$ cat src/common/pfm_map.svh
// register offsets, field positions, reset values and select codes of the
// port 6 pin function mux; assumes inclusion by the package and design files
`ifndef PFM_MAP_SVH
`define PFM_MAP_SVH

// ============================================================================
// register indices (byte address is four times the index)
`define PFM_MAP01_IDX   24'hFF0054
`define PFM_MAP23_IDX   24'hFF0055
`define PFM_MAP45_IDX   24'hFF0056
`define PFM_ODRAIN_IDX  24'hFF0070
`define PFM_STATUS_IDX  24'hFF0071

// ============================================================================
// mapping register layout
`define PFM_MAP_RESET   8'h55
`define PFM_MAP_WMASK   8'h77
`define PFM_HI_LSB      4
`define PFM_LO_LSB      0
`define PFM_SEL_W       3

// ============================================================================
// select codes
`define PFM_SEL_NONE    3'h0
`define PFM_SEL_FIRST   3'h1
`define PFM_SEL_LAST    3'h6
`define PFM_SEL_TMRC    3'h3
`define PFM_SEL_TMRC_F  3'h2
`define PFM_SEL_SYNC    3'h4
`define PFM_SEL_D1FLT   3'h6

// ============================================================================
// status register layout
`define PFM_STAT_BLK_LSB 8

`endif

$ cat src/common/pfm_pkg.sv
// types shared by the port 6 pin function mux
// assumes pfm_map.svh is on the include path
`include "pfm_map.svh"

package pfm_pkg;

	// ========================================================================
	// types
	typedef logic [`PFM_SEL_W-1:0] pfm_sel_t;

	typedef enum logic [1:0] {
		PFM_RESP_OKAY   = 2'h0,
		PFM_RESP_SLVERR = 2'h2
	} pfm_resp_t;

	typedef enum logic [5:0] {
		PFM_REG_NONE   = 6'h01,
		PFM_REG_MAP01  = 6'h02,
		PFM_REG_MAP23  = 6'h04,
		PFM_REG_MAP45  = 6'h08,
		PFM_REG_ODRAIN = 6'h10,
		PFM_REG_STATUS = 6'h20
	} pfm_reg_t;

endpackage

$ cat src/common/pfm_reg_if.sv
// register access carrier between the bus slave and the mux core
// assumes both ends run on the same aclk
interface pfm_reg_if;
	logic        wr_en;
	logic [31:0] wr_addr;
	logic [7:0]  wr_data;
	logic        wr_lane0;
	logic        wr_ok;
	logic [31:0] rd_addr;
	logic [31:0] rd_data;
	logic        rd_ok;

	modport bus (
		output wr_en, wr_addr, wr_data, wr_lane0, rd_addr,
		input  wr_ok, rd_data, rd_ok
	);
	modport regs (
		input  wr_en, wr_addr, wr_data, wr_lane0, rd_addr,
		output wr_ok, rd_data, rd_ok
	);
endinterface

$ cat src/logic/pfm_pin_route.sv
// one pin's function router: six peripheral slots, codes 1 to 6
// assumes the select is already cleaned of blocked and prohibited codes
`include "pfm_map.svh"
module pfm_pin_route
	import pfm_pkg::*;
#(
	parameter logic [5:0] IDLE = 6'h00
) (
	input  wire logic       aclk,
	input  wire logic       aresetn,
	input  wire pfm_sel_t   sel,
	input  wire logic       od_en,
	input  wire logic [5:0] func_out,
	input  wire logic [5:0] func_oe,
	input  wire logic       pin_level,
	output logic            pin_out,
	output logic            pin_oe,
	output logic      [5:0] func_in
);

	logic       out_d;
	logic       oe_d;
	logic [5:0] in_d;
	logic [2:0] slot;

	// ========================================================================
	// routing
	always_comb begin
		slot  = sel - `PFM_SEL_FIRST;
		out_d = 1'b0;
		oe_d  = 1'b0;
		in_d  = IDLE;
		if (sel >= `PFM_SEL_FIRST && sel <= `PFM_SEL_LAST) begin
			out_d      = func_out[slot];
			oe_d       = func_oe[slot];
			in_d[slot] = pin_level;
		end
		if (od_en) begin
			oe_d  = oe_d & ~out_d;
			out_d = 1'b0;
		end
	end

	always_ff @(posedge aclk) begin
		if (!aresetn) begin
			pin_out <= 1'b0;
			pin_oe  <= 1'b0;
			func_in <= IDLE;
		end else begin
			pin_out <= out_d;
			pin_oe  <= oe_d;
			func_in <= in_d;
		end
	end

endmodule

$ cat src/logic/pfm_axil_slave.sv
// AXI4-Lite slave front end for the pin function mux registers
// assumes one write and one read under way at most; aclk domain only
module pfm_axil_slave
	import pfm_pkg::*;
(
	input  wire logic  aclk,
	input  wire logic  aresetn,
	input  wire logic [31:0] awaddr,
	input  wire logic  awvalid,
	output logic       awready,
	input  wire logic [31:0] wdata,
	input  wire logic [3:0]  wstrb,
	input  wire logic  wvalid,
	output logic       wready,
	output logic [1:0] bresp,
	output logic       bvalid,
	input  wire logic  bready,
	input  wire logic [31:0] araddr,
	input  wire logic  arvalid,
	output logic       arready,
	output logic [31:0] rdata,
	output logic [1:0] rresp,
	output logic       rvalid,
	input  wire logic  rready,
	pfm_reg_if.bus     rif
);

	logic        aw_held_q, aw_held_d;
	logic [31:0] aw_addr_q, aw_addr_d;
	logic        w_held_q, w_held_d;
	logic [7:0]  w_data_q, w_data_d;
	logic        w_lane_q, w_lane_d;
	logic        bvalid_q, bvalid_d;
	pfm_resp_t   bresp_q, bresp_d;
	logic        rvalid_q, rvalid_d;
	logic [31:0] rdata_q, rdata_d;
	pfm_resp_t   rresp_q, rresp_d;

	// ========================================================================
	// handshakes
	assign awready = ~aw_held_q & ~bvalid_q;
	assign wready  = ~w_held_q & ~bvalid_q;
	assign arready = ~rvalid_q;
	assign bvalid  = bvalid_q;
	assign bresp   = bresp_q;
	assign rvalid  = rvalid_q;
	assign rdata   = rdata_q;
	assign rresp   = rresp_q;

	assign rif.wr_en    = aw_held_q & w_held_q & ~bvalid_q;
	assign rif.wr_addr  = aw_addr_q;
	assign rif.wr_data  = w_data_q;
	assign rif.wr_lane0 = w_lane_q;
	assign rif.rd_addr  = araddr;

	// ========================================================================
	// write and read channels
	always_comb begin
		aw_held_d = aw_held_q;
		aw_addr_d = aw_addr_q;
		w_held_d  = w_held_q;
		w_data_d  = w_data_q;
		w_lane_d  = w_lane_q;
		bvalid_d  = bvalid_q;
		bresp_d   = bresp_q;
		rvalid_d  = rvalid_q;
		rdata_d   = rdata_q;
		rresp_d   = rresp_q;
		if (awvalid && awready) begin
			aw_held_d = 1'b1;
			aw_addr_d = awaddr;
		end
		if (wvalid && wready) begin
			w_held_d = 1'b1;
			w_data_d = wdata[7:0];
			w_lane_d = wstrb[0];
		end
		if (rif.wr_en) begin
			aw_held_d = 1'b0;
			w_held_d  = 1'b0;
			bvalid_d  = 1'b1;
			bresp_d   = rif.wr_ok ? PFM_RESP_OKAY : PFM_RESP_SLVERR;
		end else if (bvalid_q && bready) begin
			bvalid_d = 1'b0;
		end
		if (arvalid && arready) begin
			rvalid_d = 1'b1;
			rdata_d  = rif.rd_data;
			rresp_d  = rif.rd_ok ? PFM_RESP_OKAY : PFM_RESP_SLVERR;
		end else if (rvalid_q && rready) begin
			rvalid_d = 1'b0;
		end
	end

	always_ff @(posedge aclk) begin
		if (!aresetn) begin
			aw_held_q <= 1'b0;
			aw_addr_q <= 32'h0000_0000;
			w_held_q  <= 1'b0;
			w_data_q  <= 8'h00;
			w_lane_q  <= 1'b0;
			bvalid_q  <= 1'b0;
			bresp_q   <= PFM_RESP_OKAY;
			rvalid_q  <= 1'b0;
			rdata_q   <= 32'h0000_0000;
			rresp_q   <= PFM_RESP_OKAY;
		end else begin
			aw_held_q <= aw_held_d;
			aw_addr_q <= aw_addr_d;
			w_held_q  <= w_held_d;
			w_data_q  <= w_data_d;
			w_lane_q  <= w_lane_d;
			bvalid_q  <= bvalid_d;
			bresp_q   <= bresp_d;
			rvalid_q  <= rvalid_d;
			rdata_q   <= rdata_d;
			rresp_q   <= rresp_d;
		end
	end

endmodule

$ cat src/logic/pfm_port6_mux.sv
// port 6 pin function mux, pins 0 to 5, with its mapping registers
// assumes peripherals on aclk; pin inputs arrive asynchronously
// slot k-1 of each pinN_func_* vector belongs to select code k
`include "pfm_map.svh"

module pfm_port6_mux
	import pfm_pkg::*;
#(
	parameter bit         HAS_TIMER_C   = 1'b1,
	parameter bit         HAS_D1_FAULT  = 1'b1,
	parameter logic [5:0] PIN0_IDLE     = 6'h00,
	parameter logic [5:0] PIN1_IDLE     = 6'h00,
	parameter logic [5:0] PIN2_IDLE     = 6'h00,
	parameter logic [5:0] PIN3_IDLE     = 6'h00,
	parameter logic [5:0] PIN4_IDLE     = 6'h00,
	parameter logic [5:0] PIN5_IDLE     = 6'h00
) (
	input  wire logic        aclk,
	input  wire logic        aresetn,
	input  wire logic [31:0] awaddr,
	input  wire logic        awvalid,
	output logic             awready,
	input  wire logic [31:0] wdata,
	input  wire logic [3:0]  wstrb,
	input  wire logic        wvalid,
	output logic             wready,
	output logic [1:0]       bresp,
	output logic             bvalid,
	input  wire logic        bready,
	input  wire logic [31:0] araddr,
	input  wire logic        arvalid,
	output logic             arready,
	output logic [31:0]      rdata,
	output logic [1:0]       rresp,
	output logic             rvalid,
	input  wire logic        rready,
	input  wire logic [5:0]  pin_in,
	output logic [5:0]       pin_out,
	output logic [5:0]       pin_oe,
	input  wire logic [5:0]  pin0_func_out,
	input  wire logic [5:0]  pin0_func_oe,
	output logic [5:0]       pin0_func_in,
	input  wire logic [5:0]  pin1_func_out,
	input  wire logic [5:0]  pin1_func_oe,
	output logic [5:0]       pin1_func_in,
	input  wire logic [5:0]  pin2_func_out,
	input  wire logic [5:0]  pin2_func_oe,
	output logic [5:0]       pin2_func_in,
	input  wire logic [5:0]  pin3_func_out,
	input  wire logic [5:0]  pin3_func_oe,
	output logic [5:0]       pin3_func_in,
	input  wire logic [5:0]  pin4_func_out,
	input  wire logic [5:0]  pin4_func_oe,
	output logic [5:0]       pin4_func_in,
	input  wire logic [5:0]  pin5_func_out,
	input  wire logic [5:0]  pin5_func_oe,
	output logic [5:0]       pin5_func_in
);

	// ========================================================================
	// declarations
	pfm_reg_if rif ();

	logic [7:0]  map_q [0:2];
	logic [7:0]  map_d [0:2];
	logic [5:0]  odrain_q, odrain_d;
	logic [5:0]  sync1_q, sync2_q;
	pfm_sel_t    sel_raw [0:5];
	pfm_sel_t    sel_eff [0:5];
	logic [5:0]  blocked;
	logic [5:0]  od_eff;
	logic [5:0]  fout [0:5];
	logic [5:0]  foe  [0:5];
	logic [5:0]  fin  [0:5];
	pfm_reg_t    wr_reg;
	pfm_reg_t    rd_reg;

	localparam logic [5:0] IDLE_ALL [0:5] = '{PIN0_IDLE, PIN1_IDLE, PIN2_IDLE,
		PIN3_IDLE, PIN4_IDLE, PIN5_IDLE};

	// ========================================================================
	// helper functions
	function automatic logic idx_hit(input logic [31:0] addr, input logic [23:0] idx);
		return addr[31:2] == {6'h00, idx};
	endfunction

	function automatic pfm_reg_t decode(input logic [31:0] addr);
		pfm_reg_t r;
		r = PFM_REG_NONE;
		if (idx_hit(addr, `PFM_MAP01_IDX))
			r = PFM_REG_MAP01;
		else if (idx_hit(addr, `PFM_MAP23_IDX))
			r = PFM_REG_MAP23;
		else if (idx_hit(addr, `PFM_MAP45_IDX))
			r = PFM_REG_MAP45;
		else if (idx_hit(addr, `PFM_ODRAIN_IDX))
			r = PFM_REG_ODRAIN;
		else if (idx_hit(addr, `PFM_STATUS_IDX))
			r = PFM_REG_STATUS;
		return r;
	endfunction

	// code allowed on this pin for this product variant
	function automatic logic code_ok(input int pin, input pfm_sel_t code);
		logic ok;
		ok = (code >= `PFM_SEL_FIRST) && (code <= `PFM_SEL_LAST);
		if (!HAS_TIMER_C && code == `PFM_SEL_TMRC && pin != 5)
			ok = 1'b0;
		if (!HAS_TIMER_C && code == `PFM_SEL_TMRC_F && pin == 3)
			ok = 1'b0;
		if (!HAS_D1_FAULT && code == `PFM_SEL_D1FLT && pin == 5)
			ok = 1'b0;
		return ok;
	endfunction

	// ========================================================================
	// bus front end
	pfm_axil_slave u_bus (
		.aclk    (aclk),
		.aresetn (aresetn),
		.awaddr  (awaddr),
		.awvalid (awvalid),
		.awready (awready),
		.wdata   (wdata),
		.wstrb   (wstrb),
		.wvalid  (wvalid),
		.wready  (wready),
		.bresp   (bresp),
		.bvalid  (bvalid),
		.bready  (bready),
		.araddr  (araddr),
		.arvalid (arvalid),
		.arready (arready),
		.rdata   (rdata),
		.rresp   (rresp),
		.rvalid  (rvalid),
		.rready  (rready),
		.rif     (rif.bus)
	);

	// ========================================================================
	// register writes
	assign wr_reg     = decode(rif.wr_addr);
	assign rif.wr_ok  = (wr_reg != PFM_REG_NONE) && (wr_reg != PFM_REG_STATUS);

	always_comb begin
		map_d    = map_q;
		odrain_d = odrain_q;
		if (rif.wr_en && rif.wr_lane0) begin
			unique case (wr_reg)
				PFM_REG_MAP01:  map_d[0] = rif.wr_data & `PFM_MAP_WMASK;
				PFM_REG_MAP23:  map_d[1] = rif.wr_data & `PFM_MAP_WMASK;
				PFM_REG_MAP45:  map_d[2] = rif.wr_data & `PFM_MAP_WMASK;
				PFM_REG_ODRAIN: odrain_d = rif.wr_data[5:0];
				PFM_REG_STATUS: odrain_d = odrain_q;
				PFM_REG_NONE:   odrain_d = odrain_q;
				default:        odrain_d = odrain_q;
			endcase
		end
	end

	always_ff @(posedge aclk) begin
		if (!aresetn) begin
			map_q[0] <= `PFM_MAP_RESET;
			map_q[1] <= `PFM_MAP_RESET;
			map_q[2] <= `PFM_MAP_RESET;
			odrain_q <= 6'h00;
		end else begin
			map_q    <= map_d;
			odrain_q <= odrain_d;
		end
	end

	// ========================================================================
	// register reads
	assign rd_reg    = decode(rif.rd_addr);
	assign rif.rd_ok = rd_reg != PFM_REG_NONE;

	always_comb begin
		rif.rd_data = 32'h0000_0000;
		unique case (rd_reg)
			PFM_REG_MAP01:  rif.rd_data[7:0] = map_q[0] & `PFM_MAP_WMASK;
			PFM_REG_MAP23:  rif.rd_data[7:0] = map_q[1] & `PFM_MAP_WMASK;
			PFM_REG_MAP45:  rif.rd_data[7:0] = map_q[2] & `PFM_MAP_WMASK;
			PFM_REG_ODRAIN: rif.rd_data[5:0] = odrain_q;
			PFM_REG_STATUS: rif.rd_data = {18'h00000, blocked, 2'h0, od_eff};
			PFM_REG_NONE:   rif.rd_data = 32'h0000_0000;
			default:        rif.rd_data = 32'h0000_0000;
		endcase
	end

	// ========================================================================
	// pin input synchronisers
	always_ff @(posedge aclk) begin
		if (!aresetn) begin
			sync1_q <= 6'h00;
			sync2_q <= 6'h00;
		end else begin
			sync1_q <= pin_in;
			sync2_q <= sync1_q;
		end
	end

	// ========================================================================
	// field extraction and effective selects
	assign sel_raw[0] = map_q[0][`PFM_LO_LSB +: `PFM_SEL_W];
	assign sel_raw[1] = map_q[0][`PFM_HI_LSB +: `PFM_SEL_W];
	assign sel_raw[2] = map_q[1][`PFM_LO_LSB +: `PFM_SEL_W];
	assign sel_raw[3] = map_q[1][`PFM_HI_LSB +: `PFM_SEL_W];
	assign sel_raw[4] = map_q[2][`PFM_LO_LSB +: `PFM_SEL_W];
	assign sel_raw[5] = map_q[2][`PFM_HI_LSB +: `PFM_SEL_W];

	always_comb begin
		for (int p = 0; p < 6; p++) begin
			blocked[p] = ~code_ok(p, sel_raw[p]);
			sel_eff[p] = blocked[p] ? `PFM_SEL_NONE : sel_raw[p];
			od_eff[p]  = odrain_q[p];
		end
		if (sel_eff[4] == `PFM_SEL_SYNC)
			od_eff[4] = 1'b0;
		if (sel_eff[5] == `PFM_SEL_SYNC)
			od_eff[5] = 1'b0;
	end

	// ========================================================================
	// peripheral slot gathering
	// pin0: irq0, serial ch1 clock, timer C a, G clock a, D0 a, E output
	// pin1: irq1, serial ch1 rx, timer C b, G clock b, D0 b, B trigger
	// pin2: irq2, serial ch1 tx, timer C c, G a, D0 c, B output
	// pin3: irq3, timer C fault, timer C d, G b, D0 d, A output
	// pin4: irq4, D0 fault, timer C clock, sync data, D0 a1, A io
	// pin5: irq5, serial ch2 clock, serial ch3 clock, sync clock, D0 b1, D1 fault
	assign fout[0] = pin0_func_out;
	assign fout[1] = pin1_func_out;
	assign fout[2] = pin2_func_out;
	assign fout[3] = pin3_func_out;
	assign fout[4] = pin4_func_out;
	assign fout[5] = pin5_func_out;
	assign foe[0]  = pin0_func_oe;
	assign foe[1]  = pin1_func_oe;
	assign foe[2]  = pin2_func_oe;
	assign foe[3]  = pin3_func_oe;
	assign foe[4]  = pin4_func_oe;
	assign foe[5]  = pin5_func_oe;
	assign pin0_func_in = fin[0];
	assign pin1_func_in = fin[1];
	assign pin2_func_in = fin[2];
	assign pin3_func_in = fin[3];
	assign pin4_func_in = fin[4];
	assign pin5_func_in = fin[5];

	// ========================================================================
	// per-pin routers
	for (genvar g = 0; g < 6; g++) begin : g_pin
		pfm_pin_route #(
			.IDLE (IDLE_ALL[g])
		) u_route (
			.aclk      (aclk),
			.aresetn   (aresetn),
			.sel       (sel_eff[g]),
			.od_en     (od_eff[g]),
			.func_out  (fout[g]),
			.func_oe   (foe[g]),
			.pin_level (sync2_q[g]),
			.pin_out   (pin_out[g]),
			.pin_oe    (pin_oe[g]),
			.func_in   (fin[g])
		);
	end

endmodule

$ cat config.mk
export PLATFORM = sky130hd
export DESIGN_NAME = pfm_port6_mux
export DESIGN_NICKNAME = d
export VERILOG_FILES = /design/src/common/pfm_pkg.sv /design/src/common/pfm_reg_if.sv /design/src/logic/pfm_pin_route.sv /design/src/logic/pfm_axil_slave.sv /design/src/logic/pfm_port6_mux.sv
export VERILOG_INCLUDE_DIRS = /design/src /design/src/common
export SDC_FILE = /design/constraint.sdc
export NUM_CORES = 1
export LEC_CHECK = 0
export BUFFER_PORTS_ARGS = -buffer_cell sky130_fd_sc_hd__buf_2
export CAP_MARGIN = 20
export CORE_ASPECT_RATIO = 0.6
export CORE_MARGIN = 1
export CORE_UTILIZATION = 35
export DETAILED_ROUTE_END_ITERATION = 8
export HOLD_SLACK_MARGIN = 0.06
export PLACE_DENSITY_LB_ADDON = 0.12
export SYNTH_ARGS = -nofsm -noshare
export SYNTH_HDL_FRONTEND = slang
export SYNTH_SLANG_ARGS = --single-unit
export TNS_END_PERCENT = 30
$ cat constraint.sdc
create_clock -name aclk -period 2.1 [get_ports aclk]
set_clock_uncertainty 0.05 [all_clocks]
set_input_delay 0.315 -clock aclk [delete_from_list [all_inputs] [get_ports aclk]]
set_output_delay 0.315 -clock aclk [all_outputs]
set_load 0.02 [all_outputs]
==> qor.txt, run 1 <==
CTS sink count = 141
Min Clock Period, post-route = 2060 ps
leakage = 4.11 nW
vias per cell = 4.87
Seq/Total Area, Yosys = 0.421
outcome = finished, final reports clean
PwrDens = 747 mW/mm^2
async set-or-reset flop fraction in the synthesized netlist = 0
I/O Buffers = 220
CP endpoint kind = flip-flop
unrepaired setup endpoints after global routing = true
H-tree depth = 4
Clk Latency, worst-skew pair = 420 ps
FP Rows = 38
Initial Util = 0.364
synth top area cells = dfxtp_1, nand2_1, a21oi_1
Place WS = -56.1 ps
setup ws final = 44.8 ps
post-synthesis cell type with the largest combined area = dfxtp_1
Post-synth EDFFs = 0
global router's overall resource usage = 0.197
Placed Cells = 1237
Hold Vio Cnt, Final = 0
CP max stage cell = or4b_4
largest net degree at the start of global routing = 35
CTS tree = built
Post-synth top cells = dfxtp_1, nand2_1, a21oi_1
initial antenna violation count = 1
ys flop type = dfxtp_1
fmax = 487 MHz
Die H = 109 um
half-perimeter wire length after placement = 14.9 mm
Distinct cells, synth = 69
n_diodes = 0
DIE AREA = 0.0197 sq mm
Slew Limit Fails = 0
CP arrival = 2340 ps
Mapped Area = 0.00670 sq mm
layout cells sized above 1 = 0.336
Residual DRC = 0
post-synth top area share = 0.421
Vias = 6213
max cap viols = 0
most frequent cell after synthesis = dfxtp_1
clock buffer depth = 2
critical-path cell list = or4b_4, or3_4, nor4_4, buf_6, nor3_1, a21oi_1
ratio of final minimum period to clock period = 0.979
io pins = 274
post-route ant nets = 0
#FFs+latches synth = 141
Routed WL = 19.3 mm
vias in the first global route = 5733
GRT overflow = 0
CTS buffer count = 17
Reg clk slew, reported paths = 70 ps
worst min-delay path class = primary input to flip-flop
total core area = 0.0184 sq mm
1st-iter DRT viols = 316
startpoint types = flip-flop
Post-Layout Cell Count = 1277
Cells after Synth = 779
mean post-synth cell area = 8.60 sq um
CTS root buf = clkbuf_16
slowest stage delay, CP = 530 ps
CP max FO = 12
Area growth, synth to finish = 33.1%
DRT Pass-1 Iters = 4
Synthesis Warnings = 0
number of fillers in the final layout = 1835
first-pass GRT wire length = 30.0 mm
final layout net count = 1229
Worst VDD drop = 0.536 mV
routed wire length per instance = 15.1 um
die width = 181 um
Final GP Congestion = 0.801
CP Data Required Time = 2380 ps
critical path class = flip-flop to flip-flop
final setup vio count = 0
[layout make-up]
class	count	area, sq um	area share
Clock inverter	15	208	0.0233
Sequential cell	141	2830	0.317
Tap cell	240	300	0.0337
Inverter	25	93.8	0.0105
Multi-Input combinational cell	558	3490	0.391
Timing Repair Buffer	281	1580	0.177
Clock buffer	17	425	0.0477
[where the power goes]
group / internal (mW) / switching, mW / total (mW)
combinational: 0.252 / 0.335 / 0.587
clock: 2.01 / 1.26 / 3.27
sequential: 2.76 / 0.0500 / 2.81
[per-stage QoR]
stage	utilization	hold slack, ps	power, mW	TNS, ps	area (sq um)
3_5_place_dp	0.443	368	3.45	-663	8150
2_1_floorplan	-	362	3.23	-262	6790
6_report	0.485	69.9	6.66	0	8920
5_1_grt	0.485	67.4	6.94	-54.1	8920
3_3_place_gp	0.443	366	3.44	-360	8150
4_1_cts	0.481	63.3	6.74	0	8860
[state kept, by name, summed over array words and instances, names as in the netlist]
register,flops
u_bus.rdata,13
g_pin.u_route.pin_oe,6
u_bus.rvalid,1
u_bus.rif.wr_addr,30
g_pin.u_route.func_in,36
sync1_q,6
u_bus.bvalid,1
u_bus.w_held_q,1
u_bus.rif.wr_data,7
odrain_q,6
u_bus.rif.wr_lane0,1
u_bus.bresp,1
u_bus.aw_held_q,1
g_pin.u_route.pin_out,6
map_q,18
sync2_q,6
u_bus.rresp,1
[worst max-delay path: cells and delay by family, from the launching register on]
family | cells | cell delay (ps)
AO/OA/AOI/OAI | 1 | 150
buffers and inverters | 1 | 180
flip-flops | 1 | 320
AND/OR/NAND/NOR | 4 | 1270
[path summary, 6_finish.rpt]
check	cells after the start	startpoint	endpoint	slack (ps)
min	3	awaddr[15]	u_bus.rif.wr_addr[15]$_SDFFE_PN0P_	70
min reg2reg	1	sync1_q[2]$_SDFF_PN0_	sync2_q[2]$_SDFF_PN0_	380
max	6	u_bus.rif.wr_addr[27]$_SDFFE_PN0P_	map_q[8]$_SDFFE_PN1P_	40
max reg2reg	6	u_bus.rif.wr_addr[27]$_SDFFE_PN0P_	map_q[8]$_SDFFE_PN1P_	40
[metal layers]
metal,track usage,vias up,share of wire
met2,0.292,195,0.42
li1,-,3165,-
met1,0.282,2841,0.52
met5,0,-,0.00041
met3,0.0494,10,0.061
met4,0.0507,2,0.0054
[what timing repair did]
| item | CTS | global route |
|---|---|---|
| pin swaps | 6 | 4 |
| endpoints found under the setup margin | 25 | 33 |
| gates cloned | 0 | 0 |
| buffers inserted | 2 | 1 |
| resized for setup | 3 | 14 |
| endpoints found under the hold margin | 5 | 0 |
| hold buffers | 5 | 0 |
[cell usage in the layout, fill, tap and decap left out, types with 21 or more instances in the layout]
master | Yosys | final
o21ai_0 | 23 | 22
buf_2 | 7 | 220
nand2_1 | 130 | 130
a21oi_1 | 58 | 56
nor2_1 | 56 | 56
inv_1 | 25 | 23
dfxtp_1 | 141 | 137
nor3_1 | 23 | 21
conb_1 | 1 | 21
mux2i_1 | 26 | 26
buf_4 | 33 | 54
[logic make-up (layout without fill, tap and decap cells)]
logic type                 count (synthesis)  in the layout  synth area share
and+or+nand+nor                          319            319             0.239
AOI/OAI and AO/OA                        150            150             0.144
DFF                                      141            141             0.421
buffers and inverters                    100            338            0.0792
muxes                                     38             38            0.0657
adders and majority gates                 20             20            0.0373
xor gates and xnor gates                  10             10            0.0131
other                                      1             21          0.000560
Note: power is estimated with default switching activity, not from simulation.
==> run 2: changes to the inputs <==
- clock period: 2.1 -> 1.8 ns (I/O delays scaled with it)
==> run 2 against run 1 <==
  * The flow now finishes with violations (negative setup slack)
  * Register-to-register slack got worse by 250 ps
  * First-iteration DRC count increased by 20%
  * Clock-buffer cell count did not move
  * Critical path depth up 2
  * Final area up 11%
==> qor.txt, run 2 (synthesis gave the netlist of run 1 again) <==
Hold Vio Cnt, Final = 0 (unchanged)
startpoint types = flip-flop (unchanged)
DRT Pass-1 Iters = 6 (was 4)
Routed WL = 21.0 mm (was 19.3 mm)
Worst R2R Path Depth = 8 (was 6)
CTS sink count = 141 (unchanged)
max FFs per register = 36 (unchanged)
Placed Cells = 1282 (was 1237)
die width = 181 um (unchanged)
n_diodes = 0 (unchanged)
CP Data Required Time = 2120 ps (was 2380 ps)
worst min-delay path class = primary input to flip-flop (unchanged)
critical-path cell list = inv_4, ha_4, nand3b_1, o21ai_1, ha_1, mux4_2, a22oi_2, o211a_1 (was or4b_4, or3_4, nor4_4, buf_6, nor3_1, a21oi_1)
CTS tree = built (unchanged)
fmax = 498 MHz (was 487 MHz)
PwrDens = 768 mW/mm^2 (was 747 mW/mm^2)
Vias = 6706 (was 6213)
clock buffer depth = 2 (unchanged)
Worst VDD drop = 0.636 mV (was 0.536 mV)
first-pass GRT wire length = 33.0 mm (was 30.0 mm)
DIE AREA = 0.0197 sq mm (unchanged)
initial antenna violation count = 0 (was 1)
slowest stage delay, CP = 520 ps (was 530 ps)
CP max stage cell = mux4_2 (was or4b_4)
worst hold path cell count = 3 (unchanged)
post-route ant nets = 0 (unchanged)
vias in the first global route = 6367 (was 5733)
Die H = 109 um (unchanged)
half-perimeter wire length after placement = 15.7 mm (was 14.9 mm)
FP Rows = 38 (unchanged)
Internal Pwr Total = 5.55 mW (was 5.02 mW)
Clk pwr share = 0.464 (was 0.490)
final setup vio count = 31 (was 0)
commonest non-fill, non-tap cell in the layout = buf_2 (unchanged)
GRT overflow = 0 (unchanged)
final layout net count = 1315 (was 1229)
worst slew pin tran = 596 ps
violated checks = negative setup slack
CP endpoint kind = flip-flop (unchanged)
max cap viols = 0 (unchanged)
global router's overall resource usage = 0.215 (was 0.197)
layout cells sized above 1 = 0.395 (was 0.336)
ratio of final minimum period to clock period = 1.12 (was 0.979)
Clk Latency, worst-skew pair = 430 ps (was 420 ps)
Final TNS setup = -4120 ps (was 0 ps)
CP max FO = 3 (was 12)
CP arrival = 2330 ps (was 2340 ps)
Initial Util = 0.364 (unchanged)
largest net degree at the start of global routing = 31 (was 35)
CTS root buf = clkbuf_16 (unchanged)
Slew Limit Fails = 0 (unchanged)
register share of total power = 0.431 (was 0.422)
CTS buffer count = 17 (unchanged)
leakage = 4.51 nW (was 4.11 nW)
outcome = complete, but fails checks (was finished, final reports clean)
setup ws final = -209 ps (was 44.8 ps)
Switching Share = 0.271 (was 0.246)
Reg2Reg Setup Slack = -210 ps (was 40 ps)
Reg clk slew, reported paths = 70 ps (about the same)
highest-count cells in the layout ignoring fill and taps = buf_2, dfxtp_1, nand2_1 (unchanged)
I/O Buffers = 220 (unchanged)
Switch Pwr = 2.06 mW (was 1.64 mW)
Post-Layout Cell Count = 1363 (was 1277)
total power draw = 7.61 mW (was 6.66 mW)
Min Clock Period, post-route = 2010 ps (was 2060 ps)
routed wire length per instance = 15.4 um (was 15.1 um)
Slew HR = 0.602
unrepaired setup endpoints after global routing = true (unchanged)
io pins = 274 (unchanged)
total core area = 0.0184 sq mm (unchanged)
critical path class = flip-flop to flip-flop (unchanged)
Final GP Congestion = 0.828 (was 0.801)
Area growth, synth to finish = 47.8% (was 33.1%)
Comb pwr share = 0.105 (was 0.088)
Residual DRC = 0 (unchanged)
Largest Register = g_pin.u_route.func_in (unchanged)
vias per cell = 4.92 (was 4.87)
H-tree depth = 4 (unchanged)
1st-iter DRT viols = 378 (was 316)
==> run 2: cell types whose count changed in the layout (fill, tap and decap cells not counted), sizes merged <==
| cell | previous run | this run |
|---|---|---|
| bufinv | 4 | 1 |
| inv | 30 | 33 |
| clkinv | 5 | 4 |
| buf | 276 | 322 |
| clkinvlp | 1 | 2 |
| dlygate4sd3 | 5 | 45 |
==> run 2: worst max-delay path: cells and delay by family, from the launching register on <==
family	cells	cell delay (ps)
AOI/OAI and AO/OA	3	410
adders and majority gates	2	460
buffers and inverters	1	60
DFF	1	340
muxes	1	520
and+or+nand+nor	1	120
==> run 2: layout make-up <==
cell class / count / area, sq um
flip-flops and latches: 141 / 2840
well taps: 240 / 300
repair buffers: 367 / 2340
inverters: 25 / 98.8
fillers: 1755 / 8490
multi-input cells: 558 / 3750
clock buffers: 17 / 425
clock inverters: 15 / 154
==> run 2: path summary, 6_finish.rpt <==
check,endpoint,start
hold / removal,u_bus.rif.wr_data[2]$_SDFFE_PN0P_,wdata[2]
setup / recovery,g_pin[5].u_route.pin_oe$_SDFF_PN0_,map_q[4]$_SDFFE_PN1P_
setup reg to reg,g_pin[5].u_route.pin_oe$_SDFF_PN0_,map_q[4]$_SDFFE_PN1P_
hold reg to reg,sync2_q[0]$_SDFF_PN0_,sync1_q[0]$_SDFF_PN0_
==> run 2: what timing repair did <==
| item | 4_1_cts | 5_1_grt |
|---|---|---|
| pin swaps | 5 | 7 |
| hold endpoints to repair | 45 | 0 |
| endpoints found under the setup margin | 49 | 68 |
| buffers inserted | 2 | 0 |
| gates resized for setup | 33 | 30 |
| cloned | 2 | 0 |
| hold buffers | 45 | 0 |
==> run 2: per-stage QoR <==
step                setup WS [ps]  instance area [sq um]   util  hold slack [ps]
finish                       -209                   9910  0.538              108
CTS                          -226                   9770  0.531              107
detailed placement           -387                   8620  0.468              369
global placement             -359                   8620  0.468              364
global route                 -357                   9910  0.538              125
floorplan                    -316                   6930      -              347
==> run 2: power by group through the flow <==
stage               clock, mW  combinational (mW)  sequential, mW
floorplan                   0               0.425            3.34
global placement            0               0.696            3.35
detailed placement          0               0.701            3.35
CTS                      3.61               0.785            3.28
global route             3.74               0.878            3.29
finish                   3.53               0.799            3.28
==> run 2: per-layer routing <==
metal	vias up	part of all wire	wire length [um]	track usage
li1	3338	-	-	-
met1	3127	0.51	10600	0.301
met2	225	0.42	8900	0.334
met3	16	0.061	1270	0.0454
met4	0	0.0097	204	0.0562
met5	-	0	0	0
